<file path="config.mk">
export PLATFORM = sky130hd
export DESIGN_NAME = ieg_irq_gate
export DESIGN_NICKNAME = d
export VERILOG_FILES = /design/src/pkg/ieg_pkg.sv /design/src/rtl/ieg_irq_gate.sv /design/src/rtl/ieg_edge_det.sv /design/src/rtl/ieg_flag_bank.sv
export SDC_FILE = /design/constraint.sdc
export NUM_CORES = 1
export LEC_CHECK = 0
export BUFFER_PORTS_ARGS = -buffer_cell sky130_fd_sc_hd__buf_2
export CAP_MARGIN = 10
export CORE_ASPECT_RATIO = 0.8
export CORE_MARGIN = 4
export CORE_UTILIZATION = 37
export CTS_BUF_LIST = sky130_fd_sc_hd__clkbuf_4
export DETAILED_ROUTE_END_ITERATION = 6
export PLACE_DENSITY = 0.59
export SYNTH_ARGS = -nofsm -noshare
export SYNTH_HDL_FRONTEND = slang
export SYNTH_SLANG_ARGS = --single-unit
export TNS_END_PERCENT = 30
</file>
<file path="constraint.sdc">
create_clock -name i_sys_clk -period 2.06 [get_ports i_sys_clk]
set_input_delay 0.206 -clock i_sys_clk [delete_from_list [all_inputs] [get_ports i_sys_clk]]
set_output_delay 0.206 -clock i_sys_clk [all_outputs]
set_load 0.02 [all_outputs]
</file>
<file path="src/pkg/ieg_pkg.sv">
// Contract
// RULE1 - Global enable gates every core request
// RULE2 - Group enable gates all peripheral sources
// RULE3 - Peripheral needs own, group, global enables
// RULE4 - Flags set regardless of any enable
// RULE5 - Software clears flags before enabling sources
// RULE6 - Tick0 overflow flag bit2, enable bit5
// RULE7 - External pin flag bit1, enable bit4
// RULE8 - Pin-change summary flag bit0, enable bit3
// RULE9 - Summary flag read-only, clears with pin flags
// RULE10 - Peripheral enable A full bit map
// RULE11 - Peripheral enable B bits 6,3,2,1
// RULE12 - Unimplemented enable B bits read zero
// RULE13 - All implemented bits reset to zero
// RULE14 - Enable passes flag, never alters it
// RULE15 - Accepted request clears global enable, vectors
// RULE16 - Edge select: one rising, zero falling
// RULE17 - Reset leaves every interrupt disabled
// RULE18 - Request is gated OR of pairs
// RULE19 - Writes next edge; hardware set beats clear
package ieg_pkg;
	localparam int ADDR_W = 4;
	localparam int DATA_W = 8;
	localparam int PERIPH_N = 16;
	// Register offsets
	localparam logic [3:0] OFF_CTRL    = 4'h0;
	localparam logic [3:0] OFF_PIE_A   = 4'h1;
	localparam logic [3:0] OFF_PIE_B   = 4'h2;
	localparam logic [3:0] OFF_PFLAG_A = 4'h3;
	localparam logic [3:0] OFF_PFLAG_B = 4'h4;
	localparam logic [3:0] OFF_PIN_FLG = 4'h5;
	localparam logic [3:0] OFF_OPTION  = 4'h6;
	localparam logic [3:0] OFF_STATUS  = 4'h7;
	localparam logic [3:0] OFF_MASK    = 4'h8;
	// Control register fields
	localparam int BIT_GIE  = 7;
	localparam int BIT_PERIPH_GROUP_ENABLE = 6;
	localparam int BIT_T0E  = 5;
	localparam int BIT_EXE  = 4;
	localparam int BIT_PCE  = 3;
	localparam int BIT_T0F  = 2;
	localparam int BIT_EXF  = 1;
	localparam int BIT_PCF  = 0;
	// Writable masks and reset values
	localparam logic [7:0] CTRL_WMASK  = 8'hfe;
	localparam logic [7:0] PIE_A_MASK  = 8'hff;
	localparam logic [7:0] PIE_B_MASK  = 8'h4e;
	localparam logic [7:0] RESET_VAL   = 8'h00;
	localparam logic [7:0] PIN_MASK    = 8'hff;
	localparam logic [15:0] VECTOR_ADDR = 16'h0004;
	// Own status events
	localparam int EV_REQ = 0;
	localparam int EV_ACC = 1;
	localparam int EV_N   = 2;

	typedef struct packed {
		logic       wr;
		logic       rd;
		logic [3:0] addr;
		logic [7:0] wdata;
	} ieg_bus_t;

	typedef struct packed {
		logic       tick0_ovf;
		logic       ext_pin;
		logic [7:0] pin_change;
		logic [15:0] periph;
	} ieg_evt_t;
endpackage

</file>
<file path="src/rtl/ieg_irq_gate.sv">
// Design decisions made here: the register addresses and the address-and-strobe port.
`timescale 1ns/10ps
module ieg_irq_gate
	import ieg_pkg::*;
(
	// Clock and reset
	input  wire logic                   i_sys_clk,
	input  wire logic                   i_reset_n,
	input  wire logic                   i_ce,
	// Register port
	input  wire ieg_pkg::ieg_bus_t      i_bus,
	output logic [ieg_pkg::DATA_W-1:0]  o_rdata,
	// Event sources
	input  wire ieg_pkg::ieg_evt_t      i_evt,
	// Core handshake
	input  wire logic                   i_core_ack,
	output logic                        o_core_req,
	output logic [15:0]                 o_vector,
	output logic                        o_vector_load,
	// Status interrupt
	output logic                        o_irq
);
	import ieg_pkg::*;

	////////////////////////////////////////////////////////////////////////////
	// Address decode
	function automatic logic hit(input ieg_bus_t b, input logic [3:0] off);
		return b.addr == off;
	endfunction

	wire wr_ctrl   = i_bus.wr & hit(i_bus, OFF_CTRL);
	wire wr_pie_a  = i_bus.wr & hit(i_bus, OFF_PIE_A);
	wire wr_pie_b  = i_bus.wr & hit(i_bus, OFF_PIE_B);
	wire wr_pfl_a  = i_bus.wr & hit(i_bus, OFF_PFLAG_A);
	wire wr_pfl_b  = i_bus.wr & hit(i_bus, OFF_PFLAG_B);
	wire wr_pin    = i_bus.wr & hit(i_bus, OFF_PIN_FLG);
	wire wr_opt    = i_bus.wr & hit(i_bus, OFF_OPTION);
	wire wr_stat   = i_bus.wr & hit(i_bus, OFF_STATUS);
	wire wr_mask   = i_bus.wr & hit(i_bus, OFF_MASK);

	////////////////////////////////////////////////////////////////////////////
	// Enable registers
	logic [7:0] ctrl_en_r;
	logic [7:0] ctrl_en_nxt;
	logic [7:0] pie_a_r;
	logic [7:0] pie_b_r;
	logic       edge_sel_r;
	logic [EV_N-1:0] mask_r;
	logic       accept;

	// Accept clears the global enable; hardware clear outranks a write
	always_comb begin
		ctrl_en_nxt = wr_ctrl ? (i_bus.wdata & 8'hf8) : ctrl_en_r; // RULE19
		if (accept) begin
			ctrl_en_nxt[BIT_GIE] = 1'b0; // RULE15
		end
	end

	always_ff @(posedge i_sys_clk or negedge i_reset_n) begin
		if (!i_reset_n) begin
			ctrl_en_r  <= RESET_VAL; // RULE13 RULE17
			pie_a_r    <= RESET_VAL;
			pie_b_r    <= RESET_VAL;
			edge_sel_r <= 1'b0;
			mask_r     <= '0;
		end else if (i_ce) begin
			ctrl_en_r <= ctrl_en_nxt;
			if (wr_pie_a) begin
				pie_a_r <= i_bus.wdata & PIE_A_MASK; // RULE10
			end
			if (wr_pie_b) begin
				pie_b_r <= i_bus.wdata & PIE_B_MASK; // RULE11 RULE12
			end
			if (wr_opt) begin
				edge_sel_r <= i_bus.wdata[0];
			end
			if (wr_mask) begin
				mask_r <= i_bus.wdata[EV_N-1:0];
			end
		end
	end

	////////////////////////////////////////////////////////////////////////////
	// Flags: external edge, core flags, pin flags, peripheral flags
	logic ext_edge;
	ieg_edge_det u_edge (
		.i_sys_clk (i_sys_clk),
		.i_reset_n (i_reset_n),
		.i_ce      (i_ce),
		.i_pin     (i_evt.ext_pin),
		.i_rising  (edge_sel_r),
		.o_edge    (ext_edge)
	);

	// Core flags: bit1 tick0, bit0 external; cleared by writing zero
	logic [1:0] core_flag;
	wire  [1:0] core_clr = {2{wr_ctrl}} & ~{i_bus.wdata[BIT_T0F], i_bus.wdata[BIT_EXF]};
	ieg_flag_bank #(.N(2)) u_core (
		.i_sys_clk (i_sys_clk),
		.i_reset_n (i_reset_n),
		.i_ce      (i_ce),
		.i_set     ({i_evt.tick0_ovf, ext_edge}), // RULE6 RULE7
		.i_clr     (core_clr),
		.o_flag    (core_flag)
	);
	wire tick0_overflow_flag = core_flag[1];
	wire ext_pin_irq_flag    = core_flag[0];

	// Per-pin change flags, cleared by writing zero
	logic [7:0] per_pin_change_flags;
	ieg_flag_bank #(.N(8)) u_pins (
		.i_sys_clk (i_sys_clk),
		.i_reset_n (i_reset_n),
		.i_ce      (i_ce),
		.i_set     (i_evt.pin_change),
		.i_clr     ({8{wr_pin}} & ~i_bus.wdata),
		.o_flag    (per_pin_change_flags)
	);
	// Summary follows the pin flags and ignores writes
	wire pin_change_summary_flag = |(per_pin_change_flags & PIN_MASK); // RULE8 RULE9

	// Peripheral flags, laid out like the enables
	logic [PERIPH_N-1:0] pflag;
	wire  [PERIPH_N-1:0] pflag_clr = {{8{wr_pfl_b}} & ~i_bus.wdata,
	                                  {8{wr_pfl_a}} & ~i_bus.wdata};
	ieg_flag_bank #(.N(PERIPH_N)) u_per (
		.i_sys_clk (i_sys_clk),
		.i_reset_n (i_reset_n),
		.i_ce      (i_ce),
		.i_set     (i_evt.periph & {PIE_B_MASK, PIE_A_MASK}), // RULE4
		.i_clr     (pflag_clr),
		.o_flag    (pflag)
	);

	////////////////////////////////////////////////////////////////////////////
	// Request combine
	wire global_irq_enable  = ctrl_en_r[BIT_GIE];
	wire periph_group_enable = ctrl_en_r[BIT_PERIPH_GROUP_ENABLE];
	wire core_any = (ctrl_en_r[BIT_T0E] & tick0_overflow_flag)      // RULE6 RULE14
	              | (ctrl_en_r[BIT_EXE] & ext_pin_irq_flag)         // RULE7
	              | (ctrl_en_r[BIT_PCE] & pin_change_summary_flag); // RULE8
	wire per_any  = periph_group_enable & |(pflag & {pie_b_r, pie_a_r});           // RULE2 RULE3 RULE14
	wire req_comb = global_irq_enable & (core_any | per_any);                     // RULE1 RULE18
	assign accept = req_comb & i_core_ack;

	////////////////////////////////////////////////////////////////////////////
	// Own status: request seen, request accepted; set beats clear
	logic [EV_N-1:0] stat_r;
	wire  [EV_N-1:0] stat_set = {accept, req_comb};
	wire  [EV_N-1:0] stat_clr = {EV_N{wr_stat}} & i_bus.wdata[EV_N-1:0];

	always_ff @(posedge i_sys_clk or negedge i_reset_n) begin
		if (!i_reset_n) begin
			stat_r <= '0;
		end else if (i_ce) begin
			stat_r <= stat_set | (stat_r & ~stat_clr); // RULE19
		end
	end

	////////////////////////////////////////////////////////////////////////////
	// Read mux, reserved bits read zero
	wire [7:0] ctrl_rd = {ctrl_en_r[7:3], tick0_overflow_flag, ext_pin_irq_flag,
	                      pin_change_summary_flag};
	wire [7:0] rd_mux =
		hit(i_bus, OFF_CTRL)    ? ctrl_rd :
		hit(i_bus, OFF_PIE_A)   ? pie_a_r :
		hit(i_bus, OFF_PIE_B)   ? (pie_b_r & PIE_B_MASK) : // RULE12
		hit(i_bus, OFF_PFLAG_A) ? pflag[7:0] :
		hit(i_bus, OFF_PFLAG_B) ? pflag[15:8] :
		hit(i_bus, OFF_PIN_FLG) ? per_pin_change_flags :
		hit(i_bus, OFF_OPTION)  ? {7'h00, edge_sel_r} :
		hit(i_bus, OFF_STATUS)  ? {6'h00, stat_r} :
		hit(i_bus, OFF_MASK)    ? {6'h00, mask_r} : 8'h00;

	// Registered outputs
	always_ff @(posedge i_sys_clk or negedge i_reset_n) begin
		if (!i_reset_n) begin
			o_rdata       <= 8'h00;
			o_core_req    <= 1'b0;
			o_vector      <= 16'h0000;
			o_vector_load <= 1'b0;
			o_irq         <= 1'b0;
		end else if (i_ce) begin
			o_rdata       <= i_bus.rd ? rd_mux : 8'h00;
			o_core_req    <= req_comb & ~accept;
			o_vector      <= VECTOR_ADDR;
			o_vector_load <= accept; // RULE15
			o_irq         <= |((stat_set | (stat_r & ~stat_clr)) & mask_r);
		end
	end

	////////////////////////////////////////////////////////////////////////////
	// Checks
	AST_GIE_GATE: assert property (@(posedge i_sys_clk) disable iff (!i_reset_n) // RULE1
		(i_ce && !global_irq_enable) |=> !o_core_req) else $error("request without global enable");
	AST_PERIPH_GROUP_ENABLE_GATE: assert property (@(posedge i_sys_clk) disable iff (!i_reset_n) // RULE2
		(i_ce && !periph_group_enable && !core_any) |=> !o_core_req) else $error("peripheral leak");
	AST_ACCEPT: assert property (@(posedge i_sys_clk) disable iff (!i_reset_n) // RULE15
		(i_ce && accept) |=> (!ctrl_en_r[BIT_GIE] && o_vector_load)) else $error("accept");
	AST_FLAG_SET: assert property (@(posedge i_sys_clk) disable iff (!i_reset_n) // RULE4
		(i_ce && i_evt.tick0_ovf) |=> tick0_overflow_flag) else $error("tick0 flag lost");
	AST_SUMMARY: assert property (@(posedge i_sys_clk) disable iff (!i_reset_n) // RULE9
		pin_change_summary_flag == (per_pin_change_flags != 8'h00)) else $error("summary");
	AST_PIE_B_ZERO: assert property (@(posedge i_sys_clk) disable iff (!i_reset_n) // RULE12
		(pie_b_r & ~PIE_B_MASK) == 8'h00) else $error("reserved set");
	AST_EDGE: assert property (@(posedge i_sys_clk) disable iff (!i_reset_n) // RULE16
		(i_ce && edge_sel_r && $rose(i_evt.ext_pin) && $past(i_ce)) |=> ext_pin_irq_flag)
		else $error("rising edge missed");
	AST_REQ: assert property (@(posedge i_sys_clk) disable iff (!i_reset_n) // RULE18
		(i_ce && req_comb && !accept) |=> o_core_req) else $error("request dropped");
endmodule

</file>
<file path="src/rtl/ieg_edge_det.sv">
`timescale 1ns/10ps
module ieg_edge_det (
	// Clock and reset
	input  wire logic i_sys_clk,
	input  wire logic i_reset_n,
	input  wire logic i_ce,
	// Pin and select
	input  wire logic i_pin,
	input  wire logic i_rising,
	output logic      o_edge
);
	logic prev_r;

	// Previous level for edge compare
	always_ff @(posedge i_sys_clk or negedge i_reset_n) begin
		if (!i_reset_n) begin
			prev_r <= 1'b0;
		end else if (i_ce) begin
			prev_r <= i_pin;
		end
	end

	assign o_edge = i_ce & (i_rising ? (i_pin & ~prev_r) : (~i_pin & prev_r)); // RULE16
endmodule

</file>
<file path="src/rtl/ieg_flag_bank.sv">
`timescale 1ns/10ps
module ieg_flag_bank #(
	parameter int N = 8
) (
	// Clock and reset
	input  wire logic         i_sys_clk,
	input  wire logic         i_reset_n,
	input  wire logic         i_ce,
	// Set and clear
	input  wire logic [N-1:0] i_set,
	input  wire logic [N-1:0] i_clr,
	output logic      [N-1:0] o_flag
);
	logic [N-1:0] flag_r;
	logic [N-1:0] flag_nxt;

	// Set wins over a clear in the same cycle
	genvar g;
	generate
		for (g = 0; g < N; g++) begin : g_bit
			assign flag_nxt[g] = i_set[g] | (flag_r[g] & ~i_clr[g]); // RULE19
		end
	endgenerate

	always_ff @(posedge i_sys_clk or negedge i_reset_n) begin
		if (!i_reset_n) begin
			flag_r <= '0; // RULE13
		end else if (i_ce) begin
			flag_r <= flag_nxt; // RULE4
		end
	end

	assign o_flag = flag_r;
endmodule

</file>
==> results.yml, run 1 <==
outcome:
  outcome: "finished clean"
placed_design:
  port_buffers: 51
  dp_hpwl_um: 6260
  routabilityCongestion: 0.882
pwr:
  peakVddDrop_mv: 0.275
  finalPower_mw: 2.83
  p_int_mw: 1.97
  powerDensity_nw_per_um2: 745
  p_leak_nw: 1.65
  sequentialPowerShare: 0.513
  pwr-share-clk: 0.284
  power_frac_comb: 0.203
  p_sw_frac: 0.304
  p_sw_mw: 0.863
clock_network:
  cts_buffers: 9
  cts_tree: "yes"
  post_cts_buffers: 0
  postCtsHoldBufs: 22
  cts_root_buf: "clkbuf_4"
  h-tree-depth: 3
  postCtsResizedCells: 0
  clock_latency_ns: 0.41
  cts.clk_slew.worst_paths_ns: 0.10
  clockBufferDepth: 2
  clkSinkCount: 61
routing:
  drc: 0
  detail-route-antenna-nets: 0
  routed.top_layer: "met4"
  detail_route.iter0.violations: 130
  first_pass_iters: 4
  wl_met3_um: 660
  vias_per_cell: 5.21
  wl_um: 8820
  vias: 2656
  m1WireLength_um: 4190
  dr_wl_met2_um: 3830
  post_drt_wl_per_cell_um: 17.3
floorplanning:
  rows: 29
  start_util: 0.385
  die_h_um: 89.9
  die-area_sq_um: 9920
  ioPinCount: 71
  die_x_um: 110
  coreArea_sq_um: 8060
setup_path:
  timing.rr.start: "u_pins.o_flag[4]"
  timing.critical_path.to_type: "flip-flop"
  crit_fanout: 6
  cp-start-kind: "flip-flop"
  worstSetupPathType: "flip-flop to flip-flop"
  crit_arrival_ns: 2.06
  cp-startpoint: "u_pins.o_flag[4]"
  crit_required_ns: 2.34
  critPathCapture: "stat_r[0]"
  reg2reg_slack_ns: 0.29
  reg2reg_to: "stat_r[0]"
  r2r_cells: 5
yosys:
  ys.flop_type: "dfrtp_1"
  ys_types: 38
  synth_area_sq_um: 3100
  async_flop_share: 1.00
  synth_warnings: 0
  ys_ff_latch: 61
  synth_edf_count: 0
  avgSynthCellArea_sq_um: 9.75
  postSynthCellCount: 318
  ys_seq_area_frac: 0.492
grt:
  grt-ovfl-total: 0
  grt_pass1_wl_um: 14400
  grt_use_total: 0.192
  grt_max_degree: 37
  grt_pass1_vias: 2735
  antenna_found_initial: 0
timing:
  worst_slew_pin_slew_ns: 0.630
  setup_viol: 0
  max_slew_margin: 0.580
  tns_ns: 0
  rsz0062_at_grt: "no"
  period_share: 0.861
  max_freq_ghz: 0.564
  clock_skew_ns: 0.0163
  finalCriticalPeriod_ns: 1.77
  hold_viol: 0
  maxSlewViolCount: 0
final_layout:
  layout_commonest_cell: "nand2_1"
  antenna_cells: 0
  drive_above_1_share: 0.251
  mostFrequentLayoutCells: "62 x nand2_1, 61 x dfrtp_1, 51 x buf_2"
  areaGrowthSynthToFinish_pct: 22.7
  final_nets: 441
worst_hold_path:
  whs_path_depth: 3
  hold_path.class: "primary input to flip-flop"
flow_run:
  maxCapViolations: 0
## worst max-delay path, cell delays in order, from the launching register on
cell	delay [ns]
dfrtp_1	0.42
nor4_1	0.31
nand2_1	0.11
a222oi_1	0.36
a21boi_4	0.33
o21ai_0	0.12
## through the flow
step           cell area (sq um)  hold WS (ns)  std cells   util  setup slack (ns)
2_1_floorplan               3150       -0.0896        332      -             0.577
3_3_place_gp                3460         0.252        472  0.429             0.367
3_5_place_dp                3460         0.257        472  0.429             0.313
4_1_cts                     3800       0.00644        510  0.472             0.273
5_1_grt                     3800        0.0178        510  0.472             0.105
6_report                    3800        0.0219        510  0.472             0.286
## synthesized netlist by cell type, types with 4 or more instances
cell type  instances  area share
nand2_1           62       0.075
dfrtp_1           61        0.49
o21ai_0           41       0.066
mux2_2            21       0.076
buf_4             15       0.036
nor2_1            10       0.012
mux2i_1            9       0.029
a21oi_1            8       0.013
o2bb2ai_1          8       0.023
buf_2              7       0.011
nand3_1            7       0.011
nor2b_1            6       0.012
clkbuf_1           5      0.0061
inv_1              5      0.0061
nand2b_1           5       0.010
o21a_1             5       0.012
nand4_1            4      0.0081
o32ai_1            4       0.011
## how the worst min path moves through the flow
stage | from | to | slack [ns]
finish | i_evt[17] | u_pins.o_flag[1] | 0.02
global route | i_evt[17] | u_pins.o_flag[1] | 0.02
CTS | i_evt[17] | u_pins.o_flag[1] | 0.006
detailed placement | i_reset_n | u_edge.prev_r | 0.26
global placement | i_reset_n | u_edge.prev_r | 0.25
floorplan | i_reset_n | ctrl_en_r[3] | -0.09
## kinds of logic after synthesis
logic type,synth area share
buffers and inverters,0.0625
multiplexers,0.105
flip-flops,0.492
AND/OR/NAND/NOR,0.159
other,0.00121
AO/OA/AOI/OAI,0.179
## sequential cells by signal, summed over array words and instances, names as in the netlist, 2 cells and up
| signal | cells |
|---|---|
| u_core.o_flag | 2 |
| pie_a_r | 8 |
| ctrl_en_r | 5 |
| stat_r | 2 |
| mask_r | 2 |
| u_per.o_flag | 16 |
| pie_b_r | 4 |
| o_rdata | 8 |
| u_pins.o_flag | 8 |
## power by group through the flow
| stage | logic, mW | registers (mW) | clock network (mW) |
|---|---|---|---|
| CTS | 0.578 | 1.45 | 0.831 |
| detailed placement | 0.543 | 1.48 | 0 |
| global route | 0.636 | 1.47 | 0.888 |
| floorplan | 0.352 | 1.47 | 0 |
| global placement | 0.532 | 1.47 | 0 |
| finish | 0.576 | 1.45 | 0.805 |
## routing by layer
metal,global-route usage,vias up
li1,-,1268
met1,0.289,1286
met2,0.268,90
met3,0.0480,12
met4,0.0615,0
met5,0,-
## area by class of cell
cell class	count	area, sq um
fill	810	4250
sequential	61	1530
multi-input combinational	237	1430
timing repair buffer	83	563
tap	108	135
clock buffer	10	75.1
clock inverter	6	53.8
inverter	5	18.8
(Power assumes the default switching activity.)
==> run 2: changes to the inputs <==
PLACE_DENSITY = 0.62   (was 0.59)
RECOVER_POWER = 50   (was default)
SLEW_MARGIN = 20   (was default)
==> results.yml, run 2 (synthesis results as in run 1) <==
timing:
  rsz0062_at_grt: "no"
  finalCriticalPeriod_ns: 1.73
  clock_skew_ns: 0.0127
  tns_ns: 0
  max_slew_margin: 0.201
  period_share: 0.840
  worst_slew_pin_slew_ns: 1.20
  maxSlewViolCount: 0
  setup_viol: 0
  max_freq_ghz: 0.578
  hold_viol: 0
setup_path:
  reg2reg_to: "o_core_req"
  crit_required_ns: 2.33
  timing.critical_path.to_type: "flip-flop"
  crit_family: "compound AO/OA/AOI/OAI gates"
  critPathMaxStageDelay_ns: 0.41
  critPathSlowestCell: "dfrtp_1"
  reg2reg_slack_ns: 0.33
  timing.rr.start: "u_pins.o_flag[3]"
  worstSetupPathType: "flip-flop to flip-flop"
  cp-start-kind: "flip-flop"
  worstPathCellList: "nor4_1 > nand2_1 > a222oi_1 > a21boi_4 > o32ai_1"
  crit_fanout: 6
  cp_num_buf_inv: 0
  crit_arrival_ns: 2.00
  r2r_cells: 5
routing:
  vias_per_cell: 5.36
  detail-route-antenna-nets: 0
  post_drt_wl_per_cell_um: 17.2
  detail_route.iter0.violations: 121
  first_pass_iters: 4
  vias: 2715
  drc: 0
  wl_um: 8700
final_layout:
  final_nets: 439
  areaGrowthSynthToFinish_pct: 20.3
  antenna_cells: 0
  multi_input_area_sq_um: 1430
  seqCellArea_sq_um: 1530
  mostFrequentLayoutCells: "62 x nand2_1, 61 x dfrtp_1, 48 x buf_2"
  layout_commonest_cell: "nand2_1"
  fillers: 817
  largest_reg_flops: 16
  drive_above_1_share: 0.248
worst_hold_path:
  whs_path_depth: 3
  hold_path.class: "primary input to flip-flop"
  holdCritStartpoint: "i_evt[17]"
  holdPathEnd: "u_pins.o_flag[1]"
clock_network:
  h-tree-depth: 3
  clkSinkCount: 61
  clockBufferDepth: 2
  postCtsHoldBufs: 19
  cts_tree: "yes"
  clock_latency_ns: 0.40
  cts_buffers: 9
  post_cts_buffers: 0
  cts_root_buf: "clkbuf_4"
  cts.clk_slew.worst_paths_ns: 0.10
  postCtsResizedCells: 0
floorplanning:
  die_x_um: 110
  die_h_um: 89.9
  ioPinCount: 71
  rows: 29
  die-area_sq_um: 9920
  start_util: 0.385
  coreArea_sq_um: 8060
grt:
  grt_util_met3: 0.0587
  grt-ovfl-total: 0
  grt_use_total: 0.188
  grt_pass1_wl_um: 14300
  grt_pass1_vias: 2680
  use_met2: 0.267
  grt_max_degree: 35
  grt.busiest_layer: "met1"
  use_met1: 0.283
  antenna_found_initial: 0
flow_run:
  maxCapViolations: 0
pwr:
  peakVddDrop_mv: 0.250
  p_leak_nw: 1.63
  powerDensity_nw_per_um2: 727
  finalPower_mw: 2.71
placed_design:
  port_buffers: 51
  dp_hpwl_um: 6490
  routabilityCongestion: 0.890
outcome:
  outcome: "finished clean"
-- run 2: changes by cell type in the layout (fill, tap and decap cells not counted), moves of 2 or more --
cell           delta
dlygate4sd3_1     -3
buf_2             -3
clkbuf_1          +3
clkinv_1          -2
clkbuf_2          +3
clkbuf_4          +2
-- run 2: worst max path at each step --
stage / slack (ns) / start / cells after the start / endpoint
floorplan: 0.58 / u_pins.o_flag[0] / 5 / o_irq
global placement: 0.34 / u_pins.o_flag[3] / 5 / o_irq
detailed placement: 0.34 / u_pins.o_flag[3] / 5 / o_irq
CTS: 0.32 / u_pins.o_flag[3] / 5 / o_irq
global route: 0.19 / i_reset_n / 3 / stat_r[1]
finish: 0.33 / u_pins.o_flag[3] / 5 / o_core_req
-- run 2: final cells by class --
cell class | count | share of cell area
Clock buffer | 12 | 0.0241
Sequential cell | 61 | 0.409
Clock inverter | 3 | 0.00369
Timing Repair Buffer | 81 | 0.138
Inverter | 5 | 0.00503
Multi-Input combinational cell | 237 | 0.383
Tap cell | 108 | 0.0362
-- run 2: layer usage --
metal,routed length [um],part of all wire
met2,3780,0.43
met1,4170,0.48
met3,656,0.075
met4,90,0.010
met5,0,0
-- run 2: report_power, final --
part / switching (mW) / internal (mW) / leakage [nW]
registers: 0.123 / 1.33 / 0.696
logic: 0.304 / 0.260 / 0.866
clock network: 0.416 / 0.275 / 0.0646
-- run 2: tightest hold or removal path, cell delays in order --
cell and delay (ns):
buf_2 0.07, nand2_1 0.06, nand2_1 0.05
-- run 2: per-stage QoR --
step	util	cells	instance area, sq um	setup slack (ns)	hold WS (ns)
after floorplan	-	332	3150	0.577	-0.0896
after global placement	0.428	473	3450	0.343	0.205
after detailed placement	0.428	473	3450	0.342	0.211
after CTS	0.465	507	3740	0.316	0.00593
after global routing	0.463	507	3730	0.194	0.00359
final	0.463	507	3730	0.330	0.0211
==> run 3: changes to the inputs <==
clock period = 1.73 ns   (was 2.06 ns; I/O delays follow)
==> results.yml, run 3 (synthesis results as in run 1) <==
outcome:
  outcome: "finished clean"
floorplanning:
  rows: 29
  die-area_sq_um: 9920
  ioPinCount: 71
  die_h_um: 89.9
  start_util: 0.385
  coreArea_sq_um: 8060
  die_x_um: 110
pwr:
  p_leak_nw: 1.69
  peakVddDrop_mv: 0.402
  p_sw_frac: 0.311
  powerDensity_nw_per_um2: 837
  pwr-share-clk: 0.247
  p_sw_mw: 1.00
  sequentialPowerShare: 0.538
  p_int_mw: 2.22
  finalPower_mw: 3.22
  power_frac_comb: 0.215
routing:
  detail_route.iter0.violations: 138
  vias: 2727
  detail-route-antenna-nets: 0
  drc: 0
  post_drt_wl_per_cell_um: 16.8
  vias_per_cell: 5.25
  wl_um: 8690
  first_pass_iters: 4
final_layout:
  fillers: 816
  final_nets: 451
  mostFrequentLayoutCells: "62 x nand2_1, 61 x dfrtp_1, 51 x buf_2"
  areaGrowthSynthToFinish_pct: 24.1
  final_util: 0.477
  seqCellArea_sq_um: 1530
  layout_commonest_cell: "nand2_1"
  antenna_cells: 0
  final_cell_area_sq_um: 3850
  drive_above_1_share: 0.268
  multi_input_area_sq_um: 1440
  largest_reg_flops: 16
worst_hold_path:
  holdPathEnd: "u_edge.prev_r"
  whs_path_depth: 2
  hold_path.class: "primary input to flip-flop"
  holdCritStartpoint: "i_evt[24]"
setup_path:
  reg2reg_slack_ns: 0.07
  timing.rr.start: "u_pins.o_flag[3]"
  crit_arrival_ns: 1.96
  reg2reg_to: "o_core_req"
  crit_fanout: 6
  timing.critical_path.to_type: "flip-flop"
  r2r_cells: 5
  crit_required_ns: 2.02
  worstSetupPathType: "flip-flop to flip-flop"
  cp-start-kind: "flip-flop"
flow_run:
  maxCapViolations: 0
timing:
  max_slew_margin: 0.452
  setup_viol: 0
  period_share: 0.962
  hold_viol: 0
  worst_slew_pin_slew_ns: 0.823
  max_freq_ghz: 0.601
  clock_skew_ns: 0.00961
  finalCriticalPeriod_ns: 1.66
  rsz0062_at_grt: "yes"
  maxSlewViolCount: 0
placed_design:
  routabilityCongestion: 0.918
  placedInstanceArea_sq_um: 3520
  port_buffers: 51
  dp_hpwl_um: 6390
grt:
  grt_pass1_wl_um: 14300
  antenna_found_initial: 0
  grt_use_total: 0.189
  grt_pass1_vias: 2718
  grt_max_degree: 62
  grt-ovfl-total: 0
clock_network:
  clkSinkCount: 61
  clockBufferDepth: 2
  cts_buffers: 9
  clock_latency_ns: 0.42
  post_cts_buffers: 0
  cts.clk_slew.worst_paths_ns: 0.09
  cts_root_buf: "clkbuf_4"
  h-tree-depth: 3
  cts_tree: "yes"
run 3: timing repair:
item                                   4_1_cts  5_1_grt
gates resized for setup                      1        1
pin swaps                                    1        1
hold buffers                                23        0
endpoints found under the hold margin       83        0
setup endpoints to repair                    6        6
run 3: worst max-delay path by stage:
| stage | from | endpoint | slack (ns) |
|---|---|---|---|
| 6_report | u_pins.o_flag[3] | o_core_req | 0.07 |
| 2_1_floorplan | u_pins.o_flag[0] | o_irq | 0.25 |
| 4_1_cts | u_pins.o_flag[4] | o_irq | 0.02 |
| 3_3_place_gp | u_pins.o_flag[3] | o_irq | 0.05 |
| 5_1_grt | u_pins.o_flag[4] | o_core_req | -0.09 |
| 3_5_place_dp | u_pins.o_flag[4] | o_irq | -0.03 |
run 3: per-stage QoR:
step	instances	setup slack (ns)	hold WS [ns]	setup TNS, ns
2_1_floorplan	332	0.247	-0.123	0
3_3_place_gp	481	0.0484	0.206	0
3_5_place_dp	481	-0.0259	0.208	-0.0495
4_1_cts	519	0.0199	0.0212	0
5_1_grt	519	-0.0851	0.0113	-0.399
6_report	519	0.0664	0.0381	0
run 3: area by class of cell:
cell class,instances,area share
multi-input cells,237,0.374
clock buffers,11,0.0215
inverters,5,0.00488
repair buffers,93,0.163
well taps,108,0.0351
clock inverters,4,0.00423
flip-flops and latches,61,0.397
run 3: critical path, cell delays in order, from the launching register on:
cell      delay (ns)
dfrtp_1         0.41
nor4_2          0.29
nand2_1         0.11
a222oi_1        0.31
a21boi_4        0.32
o32ai_1         0.11
run 3: layer usage:
layer  GRT usage  up-vias  share of wire
met5           0        -              0
met4      0.0472        0          0.012
met3      0.0716       10          0.089
met2       0.263      115           0.43
met1       0.277     1318           0.47
li1            -     1284              -
run 3: power by group through the flow:
stage / Sequential, mW / Clock, mW / Combinational (mW)
floorplan: 1.75 / 0 / 0.419
global placement: 1.75 / 0 / 0.643
detailed placement: 1.75 / 0 / 0.657
CTS: 1.73 / 0.823 / 0.699
global route: 1.75 / 0.921 / 0.770
finish: 1.73 / 0.795 / 0.692
